### config.mk
export PLATFORM = sky130hd
export DESIGN_NAME = icu_top
export DESIGN_NICKNAME = d
export VERILOG_FILES = /design/src/design/icu_pkg.sv /design/src/design/icu_power.sv /design/src/design/icu_sync.sv /design/src/design/icu_top.sv
export SDC_FILE = /design/constraint.sdc
export NUM_CORES = 1
export LEC_CHECK = 0
export BUFFER_PORTS_ARGS = -buffer_cell sky130_fd_sc_hd__buf_2
export CAP_MARGIN = 20
export CORE_UTILIZATION = 45
export DETAILED_ROUTE_END_ITERATION = 12
export PLACE_DENSITY = 0.77
export SLEW_MARGIN = 20
export SYNTH_ARGS = -nofsm -noshare
export SYNTH_HDL_FRONTEND = slang
export SYNTH_SLANG_ARGS = --single-unit
### constraint.sdc
create_clock -name CLK -period 4.39 [get_ports CLK]
set_clock_uncertainty 0.15 [all_clocks]
set_input_delay 0.2195 -clock CLK [delete_from_list [all_inputs] [get_ports CLK]]
set_output_delay 0.2195 -clock CLK [all_outputs]
set_load 0.05 [all_outputs]
### src/design/icu_pkg.sv
// package of constants for the interrupt control unit with idle wake
package icu_pkg;
  localparam int          ICU_DATA_W    = 32;
  localparam int          ICU_CRN_W     = 4;
  localparam int          ICU_NUM_INT   = 4;
  localparam logic [3:0]  ICU_CPNUM     = 4'hD;
  localparam logic [3:0]  ICU_CRN_CTRL  = 4'h0;
  localparam logic [3:0]  ICU_CRN_SRC   = 4'h4;
  localparam logic [3:0]  ICU_CRN_ROUTE = 4'h8;
  localparam int          ICU_FAST_BIT  = 31;
  localparam int          ICU_NORM_BIT  = 30;
  localparam int          ICU_CTRL_FAST = 0;
  localparam int          ICU_CTRL_NORM = 1;
  localparam int          ICU_CTRL_INT0 = 2;
  localparam int          ICU_SRC_INT0  = 0;
  localparam logic [31:0] ICU_CTRL_RST  = 32'h0000_0000;
  localparam logic [31:0] ICU_ROUTE_RST = 32'h0000_0000;
  localparam int          ICU_SYNC_STG  = 2;
  localparam int          ICU_WAKE_CLKS = 10;
  localparam logic [1:0]  ICU_PWR_RUN   = 2'h0;
  localparam logic [1:0]  ICU_PWR_IDLE  = 2'h1;
  localparam logic [1:0]  ICU_PWR_SLEEP = 2'h3;
  typedef enum logic [3:0] {
    ICU_ST_RUN   = 4'h1,
    ICU_ST_DRAIN = 4'h2,
    ICU_ST_IDLE  = 4'h4,
    ICU_ST_SLEEP = 4'h8
  } icu_pwr_state_t;
endpackage

### src/design/icu_power.sv
// idle and sleep sequencer driving the power state output
`timescale 1ns/1ps
module icu_power
  import icu_pkg::*;
(
  input  wire logic       clk,
  input  wire logic       rst,
  input  wire logic       enter_idle,
  input  wire logic       enter_sleep,
  input  wire logic       core_quiet,
  input  wire logic       mem_clk_ok,
  input  wire logic       ext_any,
  output logic            idle_busy,
  output logic      [1:0] pwr_state
);
  localparam int CW = $clog2(ICU_WAKE_CLKS + 1);
  icu_pwr_state_t  st_q;
  icu_pwr_state_t  st_d;
  logic            sleep_q;
  logic            sleep_d;
  logic [CW-1:0]   cnt_q;
  logic [CW-1:0]   cnt_d;
  logic [1:0]      pwr_q;
  logic [1:0]      pwr_d;
  always_comb begin
    st_d    = st_q;
    sleep_d = sleep_q;
    cnt_d   = cnt_q;
    pwr_d   = pwr_q;
    case (st_q)
      ICU_ST_RUN: begin
        pwr_d = ICU_PWR_RUN;
        if (enter_idle || enter_sleep) begin
          sleep_d = enter_sleep;
          st_d    = ICU_ST_DRAIN;
        end
      end
      ICU_ST_DRAIN: begin
        if (core_quiet) begin
          pwr_d = sleep_q ? ICU_PWR_SLEEP : ICU_PWR_IDLE;
          cnt_d = '0;
          st_d  = sleep_q ? ICU_ST_SLEEP : ICU_ST_IDLE;
        end
      end
      ICU_ST_IDLE: begin
        // wake ignores masks and disable bits
        if (ext_any && mem_clk_ok) begin
          if (cnt_q == CW'(ICU_WAKE_CLKS - ICU_SYNC_STG - 1)) begin
            pwr_d = ICU_PWR_RUN;
            st_d  = ICU_ST_RUN;
          end else begin
            cnt_d = cnt_q + CW'(1);
          end
        end
      end
      ICU_ST_SLEEP: begin
        // only reset leaves sleep
        pwr_d = ICU_PWR_SLEEP;
      end
      default: begin
        st_d  = ICU_ST_RUN;
        pwr_d = ICU_PWR_RUN;
      end
    endcase
  end
  always_ff @(posedge clk) begin
    if (rst) begin
      st_q    <= ICU_ST_RUN;
      sleep_q <= 1'b0;
      cnt_q   <= '0;
      pwr_q   <= ICU_PWR_RUN;
    end else begin
      st_q    <= st_d;
      sleep_q <= sleep_d;
      cnt_q   <= cnt_d;
      pwr_q   <= pwr_d;
    end
  end
  assign idle_busy = (st_q != ICU_ST_RUN);
  assign pwr_state = pwr_q;
endmodule // icu_power

### src/design/icu_sync.sv
// two-stage synchroniser for the active-low external interrupt pins
`timescale 1ns/1ps
module icu_sync
  import icu_pkg::*;
#(
  parameter int WIDTH = 2
) (
  input  wire logic             clk,
  input  wire logic             rst,
  input  wire logic [WIDTH-1:0] pin_n,
  output logic      [WIDTH-1:0] level
);
  logic [WIDTH-1:0] s1_q;
  logic [WIDTH-1:0] s2_q;
  logic [WIDTH-1:0] s1_d;
  logic [WIDTH-1:0] s2_d;
  always_comb begin
    s1_d = ~pin_n;
    s2_d = s1_q;
  end
  always_ff @(posedge clk) begin
    if (rst) begin
      s1_q <= '0;
      s2_q <= '0;
    end else begin
      s1_q <= s1_d;
      s2_q <= s2_d;
    end
  end
  assign level = s2_q;
endmodule // icu_sync

### src/design/icu_top.sv
// interrupt control unit top: coprocessor registers, masking, steering, idle wake
`timescale 1ns/1ps
module icu_top
  import icu_pkg::*;
#(
  parameter int NUM_INT = ICU_NUM_INT
) (
  input  wire logic                  CLK,
  input  wire logic                  SYS_RST,
  input  wire logic                  FAST_IRQ_PIN_N,
  input  wire logic                  NORMAL_IRQ_PIN_N,
  input  wire logic [NUM_INT-1:0]    INTERNAL_IRQ,
  input  wire logic                  CP_VALID,
  input  wire logic                  CP_WRITE,
  input  wire logic [3:0]            CP_NUM,
  input  wire logic [2:0]            CP_OPCODE1,
  input  wire logic [2:0]            CP_OPCODE2,
  input  wire logic [3:0]            CP_CRM,
  input  wire logic [3:0]            CP_CRN,
  input  wire logic [31:0]           CP_WDATA,
  output logic                       CP_ACCEPT,
  output logic      [31:0]           CP_RDATA,
  input  wire logic                  CORE_FIQ_DISABLE,
  input  wire logic                  CORE_IRQ_DISABLE,
  input  wire logic                  ENTER_IDLE,
  input  wire logic                  ENTER_SLEEP,
  input  wire logic                  CORE_QUIET,
  input  wire logic                  MEM_CLK_ACTIVE,
  output logic                       FAST_CORE_REQUEST,
  output logic                       NORMAL_CORE_REQUEST,
  output logic                       CORE_IDLE,
  output logic      [1:0]            POWER_STATE_OUT
);
  logic [1:0]          ext_lvl;
  logic                ext_fast;
  logic                ext_norm;
  logic [31:0]         ctrl_q;
  logic [31:0]         ctrl_d;
  logic [31:0]         route_q;
  logic [31:0]         route_d;
  logic [31:0]         rdata_q;
  logic [31:0]         rdata_d;
  logic [31:0]         src_word;
  logic [NUM_INT-1:0]  int_en;
  logic [NUM_INT-1:0]  to_fast;
  logic [NUM_INT-1:0]  to_norm;
  logic                hit;
  logic                fast_raw;
  logic                norm_raw;
  logic                fast_q;
  logic                norm_q;

  icu_sync #(
    .WIDTH (2)
  ) u_sync (
    .clk   (CLK),
    .rst   (SYS_RST),
    .pin_n ({FAST_IRQ_PIN_N, NORMAL_IRQ_PIN_N}),
    .level (ext_lvl)
  );
  assign ext_fast = ext_lvl[1];
  assign ext_norm = ext_lvl[0];

  // coprocessor decode, non-zero opcode fields are not claimed
  assign hit = CP_VALID && (CP_NUM == ICU_CPNUM) && (CP_OPCODE1 == 3'h0)
               && (CP_OPCODE2 == 3'h0) && (CP_CRM == 4'h0);
  assign CP_ACCEPT = hit;

  // source word: live levels, never latched, mask ignored
  always_comb begin
    src_word = '0;
    src_word[ICU_FAST_BIT] = ext_fast;
    src_word[ICU_NORM_BIT] = ext_norm;
    src_word[ICU_SRC_INT0 +: NUM_INT] = INTERNAL_IRQ;
  end

  always_comb begin
    ctrl_d  = ctrl_q;
    route_d = route_q;
    rdata_d = rdata_q;
    if (hit && CP_WRITE) begin
      case (CP_CRN)
        ICU_CRN_CTRL:  ctrl_d  = CP_WDATA;
        ICU_CRN_ROUTE: route_d = CP_WDATA;
        default: begin
        end
      endcase
    end else if (hit) begin
      case (CP_CRN)
        ICU_CRN_CTRL:  rdata_d = ctrl_q;
        ICU_CRN_SRC:   rdata_d = src_word;
        ICU_CRN_ROUTE: rdata_d = route_q;
        default:       rdata_d = '0;
      endcase
    end
  end

  always_ff @(posedge CLK) begin
    if (SYS_RST) begin
      ctrl_q  <= ICU_CTRL_RST;
      route_q <= ICU_ROUTE_RST;
      rdata_q <= '0;
    end else begin
      ctrl_q  <= ctrl_d;
      route_q <= route_d;
      rdata_q <= rdata_d;
    end
  end
  assign CP_RDATA = rdata_q;

  // per-source enable and steering; route bit set sends to fast
  for (genvar i = 0; i < NUM_INT; i++) begin : g_int
    assign int_en[i]  = INTERNAL_IRQ[i] && ctrl_q[ICU_CTRL_INT0 + i];
    assign to_fast[i] = int_en[i] && route_q[i];
    assign to_norm[i] = int_en[i] && !route_q[i];
  end

  // combinational from the register so a write masks the very next cycle
  always_comb begin
    fast_raw = (ext_fast && ctrl_q[ICU_CTRL_FAST]) || (|to_fast);
    norm_raw = (ext_norm && ctrl_q[ICU_CTRL_NORM]) || (|to_norm);
    fast_q   = fast_raw && !CORE_FIQ_DISABLE;
    norm_q   = norm_raw && !CORE_IRQ_DISABLE;
  end
  assign FAST_CORE_REQUEST   = fast_q;
  assign NORMAL_CORE_REQUEST = norm_q;

  icu_power u_power (
    .clk         (CLK),
    .rst         (SYS_RST),
    .enter_idle  (ENTER_IDLE),
    .enter_sleep (ENTER_SLEEP),
    .core_quiet  (CORE_QUIET),
    .mem_clk_ok  (MEM_CLK_ACTIVE),
    .ext_any     (ext_fast || ext_norm),
    .idle_busy   (CORE_IDLE),
    .pwr_state   (POWER_STATE_OUT)
  );
endmodule // icu_top

==> flow_metrics.tcl, run 1 <==
set metrics [dict create \
    wl_met3_um 600 \
    synth-seq-cells 111 \
    dpl_worst_slack_ns 1.87 \
    port_buffers 103 \
    drv_cap 0 \
    clk_pin_slew_ns 0.10 \
    grt_pass1_wl_um 19600 \
    area.growth.synth_to_final_pct 22.7 \
    vias_per_cell 6.02 \
    grt_overflow_total 0 \
    critPathRequiredTime_ns 4.02 \
    drive_gt1_share_pct 22.0 \
    ant_nets 0 \
    core.rowCount 36 \
    wire_per_inst_um 16.7 \
    cts.path.max_buffers 2 \
    finalHoldViolations 0 \
    cts_buffers 9 \
    coreArea_sq_mm 0.00986 \
    cp-start-kind "input pin" \
    synth_nets 581 \
    grt_pass1_vias 4089 \
    wl_um 12500 \
    avgSynthCellArea_sq_um 8.99 \
    crit_family "buffers and inverters" \
    clock-sinks 111 \
    p_leak_nw 1.96 \
    min-delay-path-class "input pin to flip-flop" \
    period_minus_slack_ns 2.58 \
    cts-resized-gates 0 \
    fin_ws_ns 1.81 \
    synthesis.area_sq_mm 0.00462 \
    critPathMaxStageDelay_ns 0.52 \
    dp_hpwl_um 7360 \
    initial_core_util_pct 46.9 \
    ys_async_sr_fraction_pct 0 \
    crit_fanout 66 \
    first_iter_violations 379 \
    final_nets 679 \
    post_cts_buffers 0 \
    crit_path_end_kind "output port" \
    gp_congestion 0.853 \
    cp_cell_sequence "buf_2, nor4bb_1, nand4_1, buf_4, inv_2, buf_4, buf_2" \
    pin_count 104 \
    die_w_um 103 \
    cts_tree "built" \
    p_per_area_mw_per_mm2 322 \
    fin_setup_tns_ns 0 \
    htreeDepth 3 \
    cts-root-buf "clkbuf_8" \
    dr.pass1.iters 4 \
    synth_area_leaders "dfxtp_1 (48%), nand4_1 (9.1%), a21oi_1 (7.6%), o21ai_0 (7.4%), o2bb2ai_1 (6.1%)" \
    synth_ff_type "dfxtp_1" \
    met1_length_um 5740 \
    die_area_sq_mm 0.0107 \
    via_count 4517 \
    synth_edf_count 0 \
    drc 0 \
    maxSlewHeadroom_pct 30.1 \
    cp_slowest_cell "buf_4" \
    crit_type "input pin to output port" \
    final_cell_mix "dfxtp_1 (111), buf_2 (103), a21oi_1 (70), o21ai_0 (68), nand4_1 (67)" \
    ys_seq_area_share_pct 48.1 \
    synth_cell_types 44 \
    antenna_cells 0 \
    worst_pin_slew_ns 1.05 \
    max_freq_mhz 387 \
    rsz0062_at_grt "no" \
    groute.usage.overall_pct 23.4 \
    antenna_found_initial 0 \
    status "finished, final reports clean" \
    die_h_um 103 \
    fin_crit_sh_pct 58.8 \
    final_common_cell "dfxtp_1" \
    wl_met2_um 5990 \
    clkLatencyLatePin_ns 0.37 \
    ir_drop_v 0.000186 \
    ys_warn_count 0 \
    setup_viol 0 \
    maxSlewViolCount 0 \
    routed.top_layer "met4" \
    grt_max_degree 80 \
    netlist_instances 514 \
    crit_buf_inv 5 \
    critical_path_arrival_ns 2.21 \
    yosysTopAreaCell "dfxtp_1" \
    synth_top_area_share_pct 48.1 \
]
[cell usage after synthesis (all sizes together) (4+ instances only)]
cell     count
clkbuf      41
a22oi       27
a21oi       70
dfxtp      111
buf         18
nor2b        4
o21a         5
o21ai       68
a222oi       6
nand3       11
nor2         6
nor4b        5
nand2        9
inv          6
nand4       67
o2bb2ai     32
[timing repair]
action | CTS | global route
hold endpoints to repair | 66 | 0
endpoints found under the setup margin | 0 | 0
hold buffers | 35 | 0
[sequential cells by signal (all words and copies together) (netlist names)]
register,cells
u_power.sleep_q,1
u_power.pwr_state,2
ctrl_q,32
route_q,32
CP_RDATA,32
u_power.cnt_q,4
u_sync.level,2
u_power.st_q,4
u_sync.s1_q,2
[logic make-up (layout without fill, tap and decap cells)]
family	count (synthesis)	after routing	synth area share (%)
and+or+nand+nor	118	118	15.9
AOI/OAI and AO/OA	218	218	29.3
DFF	111	111	48.1
adders and majority gates	1	1	0.271
buffers and inverters	65	168	6.23
muxes	1	1	0.244
[final timing paths]
kind / startpoint / endpoint / slack (ns) / cells after the start
setup / recovery: CP_NUM[1] / CP_ACCEPT / 1.81 / 7
hold reg to reg: u_sync.s1_q[0]$_SDFF_PP0_ / u_sync.level[0]$_SDFF_PP0_ / 0.29 / 1
hold / removal: ENTER_IDLE / u_power.sleep_q$_SDFFE_PP0P_ / 0.02 / 4
setup reg to reg: u_power.st_q[2]$_SDFFE_PP0P_ / u_power.cnt_q[3]$_SDFFE_PP0P_ / 2.49 / 4
[tightest hold or removal path: stages]
cell and delay [ns]:
buf_2 0.10, nand2_1 0.05, a22oi_1 0.05, nor2_1 0.07
[power by group]
group          total (mW)  switching (mW)  internal [mW]
combinational       0.160          0.0954         0.0650
clock               0.637           0.362          0.275
sequential           1.03          0.0129           1.01
[cell type report]
class                      count  area [sq um]
clock buffer                  10           128
clock inverter                 6          75.1
fill                         829          4190
inverter                       6          22.5
multi-input combinational    338          2130
sequential                   111          2220
tap                          133           166
timing repair buffer         146           926
[through the flow]
| stage | instance area [sq um] | hold WS (ns) | total power [mW] | cells | utilization [%] |
|---|---|---|---|---|---|
| 2_1_floorplan | 4620 | 0.142 | 1.12 | 514 | - |
| 3_3_place_gp | 5110 | 0.234 | 1.18 | 699 | 51.8 |
| 3_5_place_dp | 5110 | 0.229 | 1.18 | 699 | 51.8 |
| 4_1_cts | 5660 | 0.0191 | 1.83 | 750 | 57.4 |
| 5_1_grt | 5670 | 0.0568 | 1.89 | 750 | 57.5 |
| 6_report | 5670 | 0.0190 | 1.83 | 750 | 57.5 |
[routing by layer]
metal	vias up	global-route usage (%)
met3	23	3.09
met5	-	0
met4	0	8.88
met1	2156	31.8
met2	147	38.0
li1	2191	-
Power figures use the tool's default switching activity.
==> run 2, diff against run 1 <==
--- a/config.mk
+++ b/config.mk
@@ -9,7 +9,7 @@
 export CAP_MARGIN = 20
 export CORE_UTILIZATION = 45
 export DETAILED_ROUTE_END_ITERATION = 12
-export PLACE_DENSITY = 0.77
+export PLACE_DENSITY = 0.8
 export SLEW_MARGIN = 20
 export SYNTH_ARGS = -nofsm -noshare
 export SYNTH_HDL_FRONTEND = slang
==> constraint.sdc (replaced) <==
create_clock -name CLK -period 2.3 [get_ports CLK]
set_clock_uncertainty 0.15 [all_clocks]
set_input_delay 0.115 -clock CLK [delete_from_list [all_inputs] [get_ports CLK]]
set_output_delay 0.115 -clock CLK [all_outputs]
set_load 0.05 [all_outputs]
==> run 2 against run 1 <==
Clock power increased by 73%. Largest cell class unchanged. Final cell count increased by 2.7%. Sequential share of layout area shrank 1.2 points. Power up 87%. Cell area increased by 3.1%. First-iteration DRC count down 1.8%. Critical path depth is 2 lower. Highest routed layer unchanged. Utilization grew 1.8 points. Flip-flop and latch count unchanged. Setup slack got worse by 1.6 ns. Combinational power up 110%. Die area did not move.
==> flow_metrics.tcl, run 2 (synthesized netlist as in run 1, its figures left out) <==
set metrics [dict create \
    die_h_um 103 \
    gp_congestion 0.824 \
    grt_pass1_vias 4164 \
    p_leak_nw 2.05 \
    r2r_slack_ns 0.21 \
    area.growth.synth_to_final_pct 26.5 \
    clk_pin_slew_ns 0.11 \
    place_area_sq_mm 0.00521 \
    die_w_um 103 \
    setup_viol 0 \
    initial_core_util_pct 46.9 \
    worst_pin_slew_ns 0.767 \
    core.rowCount 36 \
    fin_crit_sh_pct 90.8 \
    clock-sinks 111 \
    vias_per_cell 6.07 \
    groute.usage.overall_pct 25.0 \
    wl_um 13500 \
    rsz0062_at_grt "no" \
    ant_nets 0 \
    hp-start "CP_WRITE" \
    cts_buffers 9 \
    cts_tree "built" \
    fin_hold_ws_ns 0.0363 \
    final_common_cell "dfxtp_1" \
    die_area_sq_mm 0.0107 \
    ir_drop_v 0.000364 \
    r2r-end "u_power.sleep_q$_SDFFE_PP0P_" \
    crit_type "flip-flop to flip-flop" \
    final_nets 699 \
    cp-start-kind "flip-flop" \
    final_util_pct 59.3 \
    switching_share_pct 26.8 \
    drv_cap 0 \
    antenna_found_initial 1 \
    worstSetupStartpoint "u_power.st_q[0]$_SDFFE_PP1P_" \
    dp_hpwl_um 8160 \
    wire_per_inst_um 17.5 \
    min-delay-path-class "input pin to flip-flop" \
    first_iter_violations 372 \
    finalPower_mw 3.41 \
    critical_path_arrival_ns 2.20 \
    maxSlewViolCount 0 \
    cts.path.max_buffers 2 \
    drive_gt1_share_pct 23.0 \
    p_per_area_mw_per_mm2 582 \
    pwr-share-comb_pct 10.1 \
    final_cell_mix "dfxtp_1 (111), buf_2 (103), a21oi_1 (70), o21ai_0 (68), nand4_1 (67)" \
    crit_fanout 8 \
    crit_path_end_kind "flip-flop" \
    clkLatencyLatePin_ns 0.38 \
    holdPathEnd "route_q[5]$_SDFFE_PP0P_" \
    port_buffers 103 \
    nFillCells 825 \
    dr.pass1.iters 5 \
    fin_area_sq_mm 0.00585 \
    via_count 4675 \
    clkPwrFrac_pct 32.3 \
    r2r-start "u_power.st_q[0]$_SDFFE_PP1P_" \
    maxSlewHeadroom_pct 47.6 \
    fin_setup_tns_ns 0 \
    grt_pass1_wl_um 20600 \
    cts-root-buf "clkbuf_8" \
    finalHoldViolations 0 \
    grt_max_degree 66 \
    min_path_cells 3 \
    drc 0 \
    pwr-share-seq_pct 57.7 \
    max_freq_mhz 479 \
    reg2reg_depth 5 \
    p_sw_mw 0.913 \
    period_minus_slack_ns 2.09 \
    htreeDepth 3 \
    critPathRequiredTime_ns 2.41 \
    grt_overflow_total 0 \
    internal-power_mw 2.49 \
    pin_count 104 \
    coreArea_sq_mm 0.00986 \
    status "finished, final reports clean" \
]
run 2: changes by cell type in the layout (fill, tap and decap cells not counted), sizes merged:
cell	before	now
buf	111	121
dlygate4sd3	35	45
clkinv	0	2
bufinv	1	0
clkbuf	10	9
diode	0	1
inv	10	9
run 2: per-stage QoR:
| stage | instances | setup slack [ns] |
|---|---|---|
| 2_1_floorplan | 514 | 0.543 |
| 3_3_place_gp | 709 | 0.446 |
| 3_5_place_dp | 709 | 0.402 |
| 4_1_cts | 769 | 0.102 |
| 5_1_grt | 770 | 0.133 |
| 6_report | 770 | 0.211 |
run 2: worst max-delay path, stage by stage (launching register included):
cell and delay, ns:
dfxtp_1 0.54, nor4b_2 0.43, nand2_1 0.11, a22oi_1 0.15, dlygate4sd3_1 0.57, nor2_1 0.04
run 2: worst max-delay path by stage:
stage / endpoint / cells past startpoint
2_1_floorplan: u_power.cnt_q[1]$_SDFFE_PP0P_ / 5
3_3_place_gp: u_power.pwr_state[1]$_SDFFE_PP0P_ / 5
3_5_place_dp: u_power.cnt_q[3]$_SDFFE_PP0P_ / 4
4_1_cts: u_power.sleep_q$_SDFFE_PP0P_ / 5
5_1_grt: u_power.sleep_q$_SDFFE_PP0P_ / 5
6_report: u_power.sleep_q$_SDFFE_PP0P_ / 5
run 2: per-layer routing:
layer  wire (um)  track usage [%]
met5           0                0
met4         298             8.56
met3         809             6.18
met2        6690             41.1
met1        5690             32.1
run 2: power by group through the flow:
stage / combinational, mW / clock (mW) / sequential, mW
floorplan: 0.144 / 0 / 2.00
global placement: 0.256 / 0 / 2.00
detailed placement: 0.261 / 0 / 2.01
CTS: 0.328 / 1.11 / 1.96
global route: 0.365 / 1.19 / 1.97
finish: 0.342 / 1.10 / 1.96
run 2: cell type report:
class | count | area (sq um) | area share (%)
Inverter | 6 | 22.5 | 0.385
Tap cell | 133 | 166 | 2.85
Sequential cell | 111 | 2220 | 38.0
Timing Repair Buffer | 166 | 1130 | 19.3
Antenna cell | 1 | 2.50 | 0.0428
Clock inverter | 6 | 53.8 | 0.920
Multi-Input combinational cell | 338 | 2130 | 36.4
Clock buffer | 9 | 124 | 2.12
run 2: repair_timing:
action,in CTS,in global routing
endpoints found under the hold margin,79,0
setup buffers,0,0
endpoints found under the setup margin,0,1
gates resized for setup,0,1
hold buffers,45,0
==> run 3, diff against run 2 <==
--- a/config.mk
+++ b/config.mk
@@ -7,6 +7,7 @@
 export LEC_CHECK = 0
 export BUFFER_PORTS_ARGS = -buffer_cell sky130_fd_sc_hd__buf_2
 export CAP_MARGIN = 20
+export CORE_ASPECT_RATIO = 0.7
 export CORE_UTILIZATION = 45
 export DETAILED_ROUTE_END_ITERATION = 12
 export PLACE_DENSITY = 0.8
==> run 3 against run 2 <==
Flip-flop and latch count did not move. Hold slack gained 0.064 ns. Combinational power barely moved. Register-to-register slack better by 0.02 ns. Via count grew 1.8%. Clock power grew 32%. Final cell count is 0.26% lower. Power rose by 10%. Wire length increased by 1.1%. Sequential share of layout area fell by 0.69 points. Utilization is 1.3 points higher. Non-clock buffer count up 4.
==> flow_metrics.tcl, run 3 (synthesized netlist as in run 1, its figures left out) <==
set metrics [dict create \
    r2r_slack_ns 0.23 \
    maxSlewViolCount 0 \
    initial_core_util_pct 47.0 \
    dpl_worst_slack_ns 0.293 \
    place_area_sq_mm 0.00522 \
    worstSetupStartpoint "CP_OPCODE1[2]" \
    clkLatencyLatePin_ns 0.35 \
    wl_um 13600 \
    fin_crit_sh_pct 92.5 \
    cts_buffers 9 \
    period_minus_slack_ns 2.13 \
    pin_count 104 \
    core.rowCount 30 \
    crit_fanout 31 \
    final_common_cell "dfxtp_1" \
    r2r-start "u_power.st_q[0]$_SDFFE_PP1P_" \
    die_area_sq_mm 0.0107 \
    p_per_area_mw_per_mm2 631 \
    fin_area_sq_mm 0.00596 \
    clk_pin_slew_ns 0.07 \
    drive_gt1_share_pct 23.1 \
    nFillCells 846 \
    r2r-end "u_power.sleep_q$_SDFFE_PP0P_" \
    cts.path.max_buffers 2 \
    final_util_pct 60.6 \
    area.growth.synth_to_final_pct 28.9 \
    cp-start-kind "input pin" \
    grt_pass1_vias 4583 \
    finalHoldViolations 0 \
    setup_viol 0 \
    max_freq_mhz 470 \
    holdPathEnd "ctrl_q[12]$_SDFFE_PP0P_" \
    rsz0062_at_grt "no" \
    min-delay-path-class "input pin to flip-flop" \
    ir_drop_v 0.000414 \
    final_nets 703 \
    groute.usage.overall_pct 26.4 \
    min_path_cells 3 \
    grt_overflow_total 0 \
    cts-root-buf "clkbuf_16" \
    via_count 4761 \
    final_cell_mix "dfxtp_1 (111), buf_2 (103), a21oi_1 (70), o21ai_0 (68), nand4_1 (67)" \
    die_w_um 123 \
    fin_setup_tns_ns 0 \
    p_leak_nw 2.12 \
    maxSlewHeadroom_pct 61.7 \
    htreeDepth 3 \
    grt_max_degree 66 \
    antenna_found_initial 0 \
    port_buffers 103 \
    fin_hold_ws_ns 0.100 \
    dp_hpwl_um 8390 \
    gp_congestion 0.876 \
    wire_per_inst_um 17.7 \
    worst_pin_slew_ns 0.561 \
    drv_cap 0 \
    first_iter_violations 384 \
    hp-start "CP_WRITE" \
    status "finished, final reports clean" \
    ant_nets 0 \
    drc 0 \
    cts_tree "built" \
    critPathRequiredTime_ns 2.44 \
    coreArea_sq_mm 0.00983 \
    dr.pass1.iters 6 \
    post_cts_buffers 0 \
    clock-sinks 111 \
    crit_type "input pin to flip-flop" \
    reg2reg_depth 5 \
    grt_pass1_wl_um 22100 \
    antenna_cells 0 \
    crit_path_end_kind "flip-flop" \
    die_h_um 86.8 \
    vias_per_cell 6.20 \
    critical_path_arrival_ns 2.26 \
    fin_ws_ns 0.172 \
]
run 3: cell count changes in the layout (fill, tap and decap cells not counted), moves of 2 or more:
| cell | change |
|---|---|
| clkinv_2 | +2 |
| inv_6 | -2 |
| buf_4 | +4 |
| clkbuf_8 | -7 |
| clkbuf_16 | +9 |
run 3: area by class of cell:
| class | count | area [sq um] | share of cell area, % |
|---|---|---|---|
| multi-input cells | 338 | 2130 | 35.8 |
| well taps | 128 | 160 | 2.69 |
| clock buffers | 12 | 256 | 4.31 |
| flip-flops and latches | 111 | 2220 | 37.3 |
| inverters | 6 | 22.5 | 0.378 |
| repair buffers | 170 | 1150 | 19.2 |
| clock inverters | 3 | 18.8 | 0.315 |
run 3: report_power, final:
part | switching [mW] | internal (mW) | total [mW]
Combinational | 0.192 | 0.147 | 0.339
Clock | 0.667 | 0.787 | 1.45
Sequential | 0.0277 | 1.94 | 1.96
Total | 0.886 | 2.87 | 3.76
run 3: stage by stage:
stage / total power, mW / instances
after floorplan: 2.15 / 514
after global placement: 2.26 / 707
after detailed placement: 2.27 / 707
after CTS: 3.77 / 768
after global routing: 3.89 / 768
final: 3.76 / 768
run 3: worst max-delay path by stage:
stage               cells past startpoint  slack (ns)                            end
floorplan                               5        0.54  u_power.cnt_q[1]$_SDFFE_PP0P_
global placement                        7        0.41      CP_RDATA[22]$_SDFFE_PP0P_
detailed placement                      7        0.29       CP_RDATA[8]$_SDFFE_PP0P_
CTS                                     5        0.06   u_power.sleep_q$_SDFFE_PP0P_
global route                            8        0.03       route_q[13]$_SDFFE_PP0P_
finish                                  8        0.17       route_q[13]$_SDFFE_PP0P_
run 3: timing repair:
action                                  CTS  global route
hold buffers                             46             0
endpoints found under the hold margin    73             0
resized for setup                         0             1
endpoints found under the setup margin    0             1
run 3: critical path, stage by stage:
cell           delay (ns)
buf_2                0.10
nor4_1               0.27
nand4_1              0.18
inv_2                0.48
buf_12               0.24
nand4_1              0.11
a21oi_1              0.18
dlygate4sd3_1        0.59
run 3: metal layers:
| metal | track usage [%] | wire length, um | vias up |
|---|---|---|---|
| met5 | 0 | 0 | - |
| li1 | - | - | 2235 |
| met3 | 5.26 | 971 | 23 |
| met1 | 34.6 | 5900 | 2289 |
| met2 | 43.1 | 6560 | 214 |
| met4 | 9.53 | 199 | 0 |
